===== src/supervisor_defs.svh =====
`ifndef SUPERVISOR_DEFS_SVH
`define SUPERVISOR_DEFS_SVH

// ----------------------------------------
// timing
// ----------------------------------------
`define CLK_PERIOD_NS 10
`define POR_EXT_MS 8
`define POR_EXT_CYCLES ((`POR_EXT_MS * 1000000) / `CLK_PERIOD_NS)

// ----------------------------------------
// register map
// ----------------------------------------
`define ADDR_W 4
`define OFS_STATUS 4'h0
`define OFS_IRQ_STATUS 4'h1
`define OFS_IRQ_CLEAR 4'h2
`define OFS_IRQ_ENABLE 4'h3

// ----------------------------------------
// status fields
// ----------------------------------------
`define ST_RESET_BIT 0
`define ST_SUPPLY_OK_BIT 1
`define ST_CARD_BIT 2
`define ST_ACTIVE_BIT 3
`define ST_DEACT_BIT 4
`define ST_OSC_LOW_BIT 5

// ----------------------------------------
// interrupt events
// ----------------------------------------
`define IRQ_W 3
`define EV_SUPPLY_DROP 0
`define EV_RESET_DONE 1
`define EV_ACTIVATE 2
`define IRQ_EN_RESET 3'h0

// ----------------------------------------
// synchroniser idle levels
// ----------------------------------------
// supplies low, temperature bad, no session, card absent
`define SYNC_IDLE 6'h05

`endif


===== src/supervisor_pkg.sv =====
`include "supervisor_defs.svh"
package supervisor_pkg;
	typedef enum logic [1:0] {
		ST_RESET,
		ST_INACTIVE,
		ST_ACTIVE,
		ST_DEACT
	} seq_state_e;
	typedef logic [`IRQ_W-1:0] irq_vec_t;
endpackage


===== src/por_link_if.sv =====
`timescale 1ns/1ns
// carries the stretched reset between timer and sequencer
interface por_link_if;
	logic supply_ok;
	logic reset_hold;
	logic done_pulse;
	modport timer (input supply_ok, output reset_hold, output done_pulse);
	modport user (output supply_ok, input reset_hold, input done_pulse);
endinterface


===== src/supply_supervisor_reset_sequencer.sv =====
// Added by the designer: the register offsets and strobed register access.
`timescale 1ns/1ns
`include "supervisor_defs.svh"
// ----------------------------------------
// ----------------------------------------
module supply_supervisor_reset_sequencer
	import supervisor_pkg::*;
#(
	parameter int unsigned EXT_CYCLES = `POR_EXT_CYCLES
) (
	// clock and reset
	input wire logic core_clk_in,
	input wire logic reset_in,
	// supervisor comparators, high while supply above threshold
	input wire logic core_supply_ok_in,
	input wire logic intf_threshold_adjust_ok_in,
	input wire logic temp_ok_in,
	// host and card pins
	input wire logic session_request_n_in,
	input wire logic card_here_high_in,
	input wire logic card_here_low_in,
	// contact sequencer hooks
	input wire logic deact_done_in,
	output logic activate_out,
	output logic deactivate_out,
	output logic contacts_inactive_out,
	output logic osc_low_freq_out,
	output logic ctrl_reset_out,
	// open-drain status pin
	output logic fault_status_n_out,
	output logic fault_status_n_oe_out,
	// register port
	input wire logic [`ADDR_W-1:0] reg_addr_in,
	input wire logic [31:0] reg_wdata_in,
	input wire logic reg_wr_in,
	input wire logic reg_rd_in,
	output logic [31:0] reg_rdata_out,
	// interrupt
	output logic irq_out
);
	// ----------------------------------------
	// synchronisers
	// ----------------------------------------
	logic [5:0] sync1_r;
	logic [5:0] sync2_r;

	// first stage is read only by the second stage
	// reset loads the idle pin levels so no request or card shows before the pins arrive
	always_ff @(posedge core_clk_in) begin
		if (reset_in) begin
			sync1_r <= `SYNC_IDLE;
			sync2_r <= `SYNC_IDLE;
		end else begin
			sync1_r <= {core_supply_ok_in, intf_threshold_adjust_ok_in, temp_ok_in,
				session_request_n_in, card_here_high_in, card_here_low_in};
			sync2_r <= sync1_r;
		end
	end

	logic core_ok;
	logic intf_ok;
	logic temp_ok;
	logic req_n;
	logic card_present;
	assign core_ok = sync2_r[5];
	assign intf_ok = sync2_r[4];
	assign temp_ok = sync2_r[3];
	assign req_n = sync2_r[2];
	assign card_present = sync2_r[1] || !sync2_r[0];

	// ----------------------------------------
	// reset extension
	// ----------------------------------------
	por_link_if link ();
	assign link.supply_ok = core_ok && intf_ok;

	por_timer #(
		.EXT_CYCLES(EXT_CYCLES)
	) u_timer (
		.core_clk_in(core_clk_in),
		.reset_in(reset_in),
		.link(link)
	);

	// held also keeps the sequencer inactive; a bouncing supply keeps it there
	logic held;
	assign held = link.reset_hold;

	// ----------------------------------------
	// sequencer
	// ----------------------------------------
	seq_state_e state_r;
	seq_state_e state_nxt;

	// next state; commands are looked at only outside the held interval
	always_comb begin
		state_nxt = state_r;
		case (state_r)
			ST_RESET: begin
				if (!held) begin
					state_nxt = ST_INACTIVE;
				end
			end
			ST_INACTIVE: begin
				if (held) begin
					state_nxt = ST_RESET;
				end else if (!req_n && card_present && temp_ok && link.supply_ok) begin
					state_nxt = ST_ACTIVE;
				end
			end
			ST_ACTIVE: begin
				if (!link.supply_ok || !card_present || !temp_ok || req_n) begin
					state_nxt = ST_DEACT;
				end
			end
			ST_DEACT: begin
				if (deact_done_in) begin
					state_nxt = held ? ST_RESET : ST_INACTIVE;
				end
			end
			default: begin
				state_nxt = ST_RESET;
			end
		endcase
	end

	// state register
	always_ff @(posedge core_clk_in) begin
		if (reset_in) begin
			state_r <= ST_RESET;
		end else begin
			state_r <= state_nxt;
		end
	end

	// sequencer outputs from flops
	always_ff @(posedge core_clk_in) begin
		if (reset_in) begin
			activate_out <= 1'b0;
			deactivate_out <= 1'b0;
			contacts_inactive_out <= 1'b1;
			osc_low_freq_out <= 1'b1;
			ctrl_reset_out <= 1'b1;
		end else begin
			activate_out <= (state_nxt == ST_ACTIVE);
			deactivate_out <= (state_nxt == ST_DEACT);
			contacts_inactive_out <= (state_nxt != ST_ACTIVE);
			osc_low_freq_out <= req_n || held;
			ctrl_reset_out <= !link.supply_ok || held;
		end
	end

	// ----------------------------------------
	// status pin
	// ----------------------------------------
	logic status_low_r;

	// low while in reset, on core drop at once, while a session is requested, or no card while idle
	always_ff @(posedge core_clk_in) begin
		if (reset_in) begin
			status_low_r <= 1'b1;
		end else if (!core_ok) begin
			status_low_r <= 1'b1;
		end else if (held) begin
			status_low_r <= 1'b1;
		end else begin
			status_low_r <= !(req_n && card_present);
		end
	end

	// open drain: only ever drives low, pull-up makes the high
	assign fault_status_n_out = 1'b0;
	assign fault_status_n_oe_out = status_low_r;

	// ----------------------------------------
	// interrupts
	// ----------------------------------------
	irq_vec_t irq_stat_r;
	irq_vec_t irq_en_r;
	irq_vec_t events;
	logic core_ok_d_r;

	always_ff @(posedge core_clk_in) begin
		if (reset_in) begin
			core_ok_d_r <= 1'b0;
		end else begin
			core_ok_d_r <= link.supply_ok;
		end
	end

	// one-cycle event strobes; the drop detector starts low so reset gives no false drop
	assign events[`EV_SUPPLY_DROP] = core_ok_d_r && !link.supply_ok;
	assign events[`EV_RESET_DONE] = link.done_pulse;
	assign events[`EV_ACTIVATE] = (state_r == ST_INACTIVE) && (state_nxt == ST_ACTIVE);

	function automatic logic hit(input logic [`ADDR_W-1:0] a, input logic [`ADDR_W-1:0] o);
		hit = (a == o);
	endfunction

	// set wins over a clear in the same cycle
	always_ff @(posedge core_clk_in) begin
		if (reset_in) begin
			irq_stat_r <= '0;
		end else if (reg_wr_in && hit(reg_addr_in, `OFS_IRQ_CLEAR)) begin
			irq_stat_r <= (irq_stat_r & ~reg_wdata_in[`IRQ_W-1:0]) | events;
		end else begin
			irq_stat_r <= irq_stat_r | events;
		end
	end

	// enable register
	always_ff @(posedge core_clk_in) begin
		if (reset_in) begin
			irq_en_r <= `IRQ_EN_RESET;
		end else if (reg_wr_in && hit(reg_addr_in, `OFS_IRQ_ENABLE)) begin
			irq_en_r <= reg_wdata_in[`IRQ_W-1:0];
		end
	end

	assign irq_out = |(irq_stat_r & irq_en_r);

	// ----------------------------------------
	// register read
	// ----------------------------------------
	logic [31:0] status_word;
	// assembled from live state; software sees no snapshot
	always_comb begin
		status_word = 32'h00000000;
		status_word[`ST_RESET_BIT] = held;
		status_word[`ST_SUPPLY_OK_BIT] = link.supply_ok;
		status_word[`ST_CARD_BIT] = card_present;
		status_word[`ST_ACTIVE_BIT] = (state_r == ST_ACTIVE);
		status_word[`ST_DEACT_BIT] = (state_r == ST_DEACT);
		status_word[`ST_OSC_LOW_BIT] = osc_low_freq_out;
	end

	// read data valid the cycle after the strobe; unmapped reads return zero
	always_ff @(posedge core_clk_in) begin
		if (reset_in) begin
			reg_rdata_out <= 32'h00000000;
		end else if (reg_rd_in) begin
			case (reg_addr_in)
				`OFS_STATUS: reg_rdata_out <= status_word;
				`OFS_IRQ_STATUS: reg_rdata_out <= {29'h0, irq_stat_r};
				`OFS_IRQ_ENABLE: reg_rdata_out <= {29'h0, irq_en_r};
				// the clear register has no storage and reads as zero
				default: reg_rdata_out <= 32'h00000000;
			endcase
		end else begin
			reg_rdata_out <= 32'h00000000;
		end
	end
endmodule


===== src/por_timer.sv =====
`timescale 1ns/1ns
`include "supervisor_defs.svh"
// stretches reset by the extension interval after the supplies are valid
module por_timer
	import supervisor_pkg::*;
#(
	parameter int unsigned EXT_CYCLES = `POR_EXT_CYCLES
) (
	// clock and reset
	input wire logic core_clk_in,
	input wire logic reset_in,
	// link to sequencer
	por_link_if.timer link
);
	logic [23:0] count_r;
	logic hold_r;

	// any supply drop restarts the count from zero
	always_ff @(posedge core_clk_in) begin
		if (reset_in || !link.supply_ok) begin
			count_r <= 24'h000000;
		end else if (hold_r) begin
			count_r <= count_r + 24'h000001;
		end
	end

	// reset held until the full interval has elapsed with supplies valid
	always_ff @(posedge core_clk_in) begin
		if (reset_in || !link.supply_ok) begin
			hold_r <= 1'b1;
		end else if (count_r == EXT_CYCLES[23:0] - 24'h000001) begin
			hold_r <= 1'b0;
		end
	end

	assign link.reset_hold = hold_r;
	assign link.done_pulse = hold_r && link.supply_ok && !reset_in
		&& (count_r == EXT_CYCLES[23:0] - 24'h000001);
endmodule


===== config.mk =====
export PLATFORM = sky130hd
export DESIGN_NAME = supply_supervisor_reset_sequencer
export DESIGN_NICKNAME = d
export VERILOG_FILES = /design/src/supervisor_pkg.sv /design/src/por_link_if.sv /design/src/supply_supervisor_reset_sequencer.sv /design/src/por_timer.sv
export VERILOG_INCLUDE_DIRS = /design/src /design/src/src
export SDC_FILE = /design/constraint.sdc
export NUM_CORES = 1
export LEC_CHECK = 0
export ABC_AREA = 1
export BUFFER_PORTS_ARGS = -buffer_cell sky130_fd_sc_hd__buf_2
export CORE_MARGIN = 2
export CORE_UTILIZATION = 56
export CTS_BUF_LIST = sky130_fd_sc_hd__clkbuf_2
export DETAILED_ROUTE_END_ITERATION = 7
export GPL_ROUTABILITY_DRIVEN = 0
export PLACE_DENSITY = 0.88
export SETUP_SLACK_MARGIN = 0.15
export SLEW_MARGIN = 20
export SYNTH_ARGS = -nofsm -noshare
export SYNTH_HDL_FRONTEND = slang
export SYNTH_SLANG_ARGS = --single-unit
export TNS_END_PERCENT = 5

===== constraint.sdc =====
create_clock -name core_clk_in -period 3.95 [get_ports core_clk_in]
set_input_delay 0.395 -clock core_clk_in [delete_from_list [all_inputs] [get_ports core_clk_in]]
set_output_delay 0.395 -clock core_clk_in [all_outputs]
set_load 0.05 [all_outputs]

# == Yosys cells after proc, flatten, opt, wreduce, memory -nomap -nowiden ==
# Cells that the tools add are included.
# totals
reg_bits,84
output_inout_bits,40
elab_cells,73
# classes
n_addsub,1
n_reduce_logical,31
muxes,9
n_bitwise,7
n_eq_ne,10
# op_table
operator,count
"adder 24 x 1 -> 24 bit, second input constant",1
"== test 24 x 20 -> 1 bit, second input constant",1
case mux 6 bit (3 select lines),1
logical AND 1 bit,12
2-to-1 mux 2 bit,5
"== test 2 bit, second input constant",4
"== test 4 x 2 -> 1 bit, second input constant",2
case mux 2 bit (4 select lines),1
logical NOT 1 bit,7
logical OR 1 bit,7
bitwise AND 3 bit,2
OR 3 bit,2
OR reduction 3 bit,2
"== test 4 x 1 -> 1 bit, second input constant",1
logical NOT 4 bit,1
2-to-1 mux 3 bit,1
inverter 3 bit,1
"== test 2 x 1 -> 1 bit, second input constant",1
logical NOT 2 bit,1
"inequality test 2 bit, second input constant",1
inverter 1 bit,2
OR reduction 2 bit,1
2-to-1 mux 1 bit,1

# == Longest topological paths before layout ==
# logic_depth
word_depth,12
ltp_mapped,9
depth_no_buf,9

# == Modules after synthesis ==
# From an unflattened synthesis, not the netlist that was laid out.
# unflattened
hier_cells,390
area_unflattened_um2,2765.2
# by_module_without_submodules
mod,instances,area_each_um2,cells_each,seq_area_each_um2
supply_supervisor_reset_sequencer,1,1418.9,184,660.6
por_timer,1,1346.3,206,500.5

# == Least setup slack after synthesis ==
# Ideal clock, no wire load.
# synth_path
path_type,reg-to-reg
start,reg u_timer.count_r[1]
end,reg u_timer.count_r[22]
setup_time_ps,115
path_stages_with_launch,9
synth_period_minus_slack_ps,1272
t_arrival_ps,1157
slack_ps,2678
path_cell_list,dfxtp_1 ha_1 nand2_1 nor2_2 nand4_1 clkinv_1 nand3_1 nand2_1 nor2_1
# synth_between
elab_chain_cells,1
# synth_lines
item,line,source
"start, declared",por_timer.sv:15,logic [23:0] count_r;
"start signal, assigned",por_timer.sv:23,count_r <= count_r + 24'h000001;
adder 24 x 1 -> 24 bit,por_timer.sv:23,
# No other way between the ends.
# A chain may end at the register's enable or synchronous reset.

# == Worst setup path after layout ==
# layout_path
start,reg irq_en_r[1]
end,out irq_out
# layout_between
elab_chain_cells,2
# layout_lines
item,line,source
"start, declared",supply_supervisor_reset_sequencer.sv:179,irq_vec_t irq_en_r;
"start signal, assigned",supply_supervisor_reset_sequencer.sv:214,irq_en_r <= `IRQ_EN_RESET;
"start signal, assigned",supply_supervisor_reset_sequencer.sv:216,irq_en_r <= reg_wdata_in[`IRQ_W-1:0];
bitwise AND 3 bit,supply_supervisor_reset_sequencer.sv:220,assign irq_out = |(irq_stat_r & irq_en_r);
OR reduction 3 bit,supply_supervisor_reset_sequencer.sv:220,
"end, declared",supply_supervisor_reset_sequencer.sv:39,output logic irq_out
# No other way between the ends.

==> results.md <==
- Fin Setup TNS: 0 ns
- CP Capture Type: output pin
- Hold Path Origin: session_request_n_in
- Vias post-DR: 2255
- IO Count: 87
- Predominant post-synthesis flop cell: dfxtp_1
- Tightest Pin Transition: 0.515 ns
- Clock Skew: 0.0142 ns
- Min-Delay Path Class: primary input to flop
- Status: finished clean
- Post-layout util: 0.618
- Initial Util: 0.578
- Global Route Usage Sum: 0.188
- CP arrival: 1.30 ns
- # resized after CTS: 0
- Wire length per cell: 10.1 um
- Post-synth cell types: 34
- PortBufs: 30
- Worst-Skew Late Latency: 0.48 ns
- Worst path bufs/invs: 1
- Non-filler cells, final: 466
- Core area: 4690 um^2
- CP Cell Sequence: nand2_1 -> nand3_1 -> buf_2
- Routed WL: 4710 um
- Static Leak: 1.29 nW
- Max Cap Violations: 0
- Starting DRT DRC Count: 138
- Worst setup SP type: flop
- CP required: 3.56 ns
- Crit-path slowest cell: dfxtp_1
- Syn-to-layout area delta: 6.82%
- Top delay family on crit path: flip-flops
- Die Wd: 73.6 um
- Most frequent cells in the layout: nand2_1 (73), dfxtp_1 (58), nor2_1 (57)
- # fillers: 433
- Full die area: 5420 um^2
- Final setup viols: 0
- R2r setup slk: 2.27 ns
- CTS Hold Bufs: 0
- GRT overflow: 0
- Clk sinks: 58
- First-pass GRT wire length: 7650 um
- Pwr/cell area: 364 nW/um^2
- Gate Count Post-Synth: 373
- Number of synthesized flops with an enable pin: 0
- Number of diodes: 0
- Commonest non-fill, non-tap cell in the layout: nand2_1
- CTS tree: done
- Max Clock Freq: 0.588 GHz
- Post-synthesis sequential area ratio: 0.428
- Vias per cell: 4.84
- Clock transition at path regs: 0.16 ns
- Die height: 73.6 um
- R2r startpoint: u_timer.link.reset_hold
- CP max FO: 3
- CP Launch Point: irq_en_r[1]
- Nets@finish: 456
- Mean Syn Cell Area: 7.28 um^2
- CTS buffer count: 9
- Max stage delay on crit path: 0.41 ns
- H-Tree Depth: 3
- Longest Clk Path Bufs: 2
- Num rows: 25
- RSZ-0062 raised after global routing: no
- Async S/R FF share, synth: 0
- Slew Viols, Final: 0
- DP HPWL: 3530 um
- Share of cells above drive strength 1: 0.163
- Worst VDD drop: 182 uV
- Final hold vios: 0
- Cell Area, Synth: 2710 um^2
- Flop and latch count out of synthesis: 58
- Total Power: 1.05 mW
- DRC errors left: 0
- Final Cycle Share: 0.430
- Root Buffer Master: clkbuf_2
- Critical Setup Path Class: flop to output pin
- Fin crit period: 1.70 ns
- Vias in the first global route: 1882
- Postcts setup bufs: 0
- Max_slew headroom: 0.656
- DRT Pass-1 Iters: 4
- Pin count of the biggest net entering global routing: 23
- Dpl cells: 451
- Antenna Violating Nets Remaining: 0
- Antenna violations before repair: 0
- Syn. warnings: 0
metrics by stage:
step                      instance area, um^2  setup WS [ns]  hold WS, ns
after detailed placement                 2800           2.09        0.393
final                                    2900           2.25       0.0806
after global routing                     2900           2.11       0.0447
after floorplan                          2810           2.68        0.388
after CTS                                2900           2.21       0.0402
after global placement                   2800           2.13        0.392
kinds of logic after synthesis:
kind of cell | Yosys count | share of synthesized area
xor+xnor | 2 | 0.00646
buf+inv | 82 | 0.155
fa+ha+maj | 1 | 0.00461
compound gates | 34 | 0.0636
flops | 58 | 0.428
other cells | 1 | 0.00138
simple gates | 195 | 0.341
flip-flops by register name, indices dropped and copies added, names as in the netlist, 2 cells and up:
name	count
u_timer.count_r	24
reg_rdata_out	6
sync1_r	6
sync2_r	6
irq_en_r	3
irq_stat_r	3
state_r	2
cell usage after synthesis (2+ instances only):
master    instances  area share
clkbuf_1          2      0.0028
nor2_2            2      0.0046
nor3_1            8       0.015
nand2_1          73        0.10
nor2_4            4       0.017
o21ai_0          11       0.020
or2_2             5       0.012
inv_1            48       0.066
and2_1            2      0.0046
buf_2             2      0.0037
dfxtp_1          58        0.43
buf_4            27       0.075
o21ai_1           2      0.0037
nor3b_1           2      0.0055
a21oi_1          20       0.037
nor2_1           57       0.079
nand2_2           4      0.0092
nand3_1          21       0.039
nand4_1           8       0.018
nand3_2           3       0.011
layer usage:
layer | part of all wire | global-route usage | vias up | routed length (um)
met5 | 0 | 0 | - | 0
met4 | 0.018 | 0.147 | 0 | 87
met3 | 0.066 | 0.0439 | 9 | 312
met2 | 0.47 | 0.294 | 78 | 2210
met1 | 0.45 | 0.220 | 978 | 2110
li1 | - | - | 1190 | -
power by group:
part	internal [mW]	total [mW]	switching [mW]	leakage [nW]
logic	0.0155	0.101	0.0858	0.762
clock network	0.138	0.353	0.215	0.0612
registers	0.596	0.600	0.00452	0.470
total	0.749	1.05	0.306	1.29
final cells by class:
cell class | count | area [um^2] | share of cell area
multi-input combinational | 259 | 1230 | 0.424
sequential | 58 | 1160 | 0.401
inverter | 50 | 188 | 0.0647
timing repair buffer | 30 | 150 | 0.0518
tap | 54 | 67.6 | 0.0233
clock inverter | 6 | 58.8 | 0.0203
clock buffer | 9 | 45.0 | 0.0155
path summary, 6_finish.rpt:
check,depth (start not counted),end
max,3,irq_out
min,2,sync1_r[2]
max reg2reg,7,u_timer.count_r[15]
min reg2reg,2,sync2_r[4]
No activity file was read; power rests on OpenSTA's default activity.
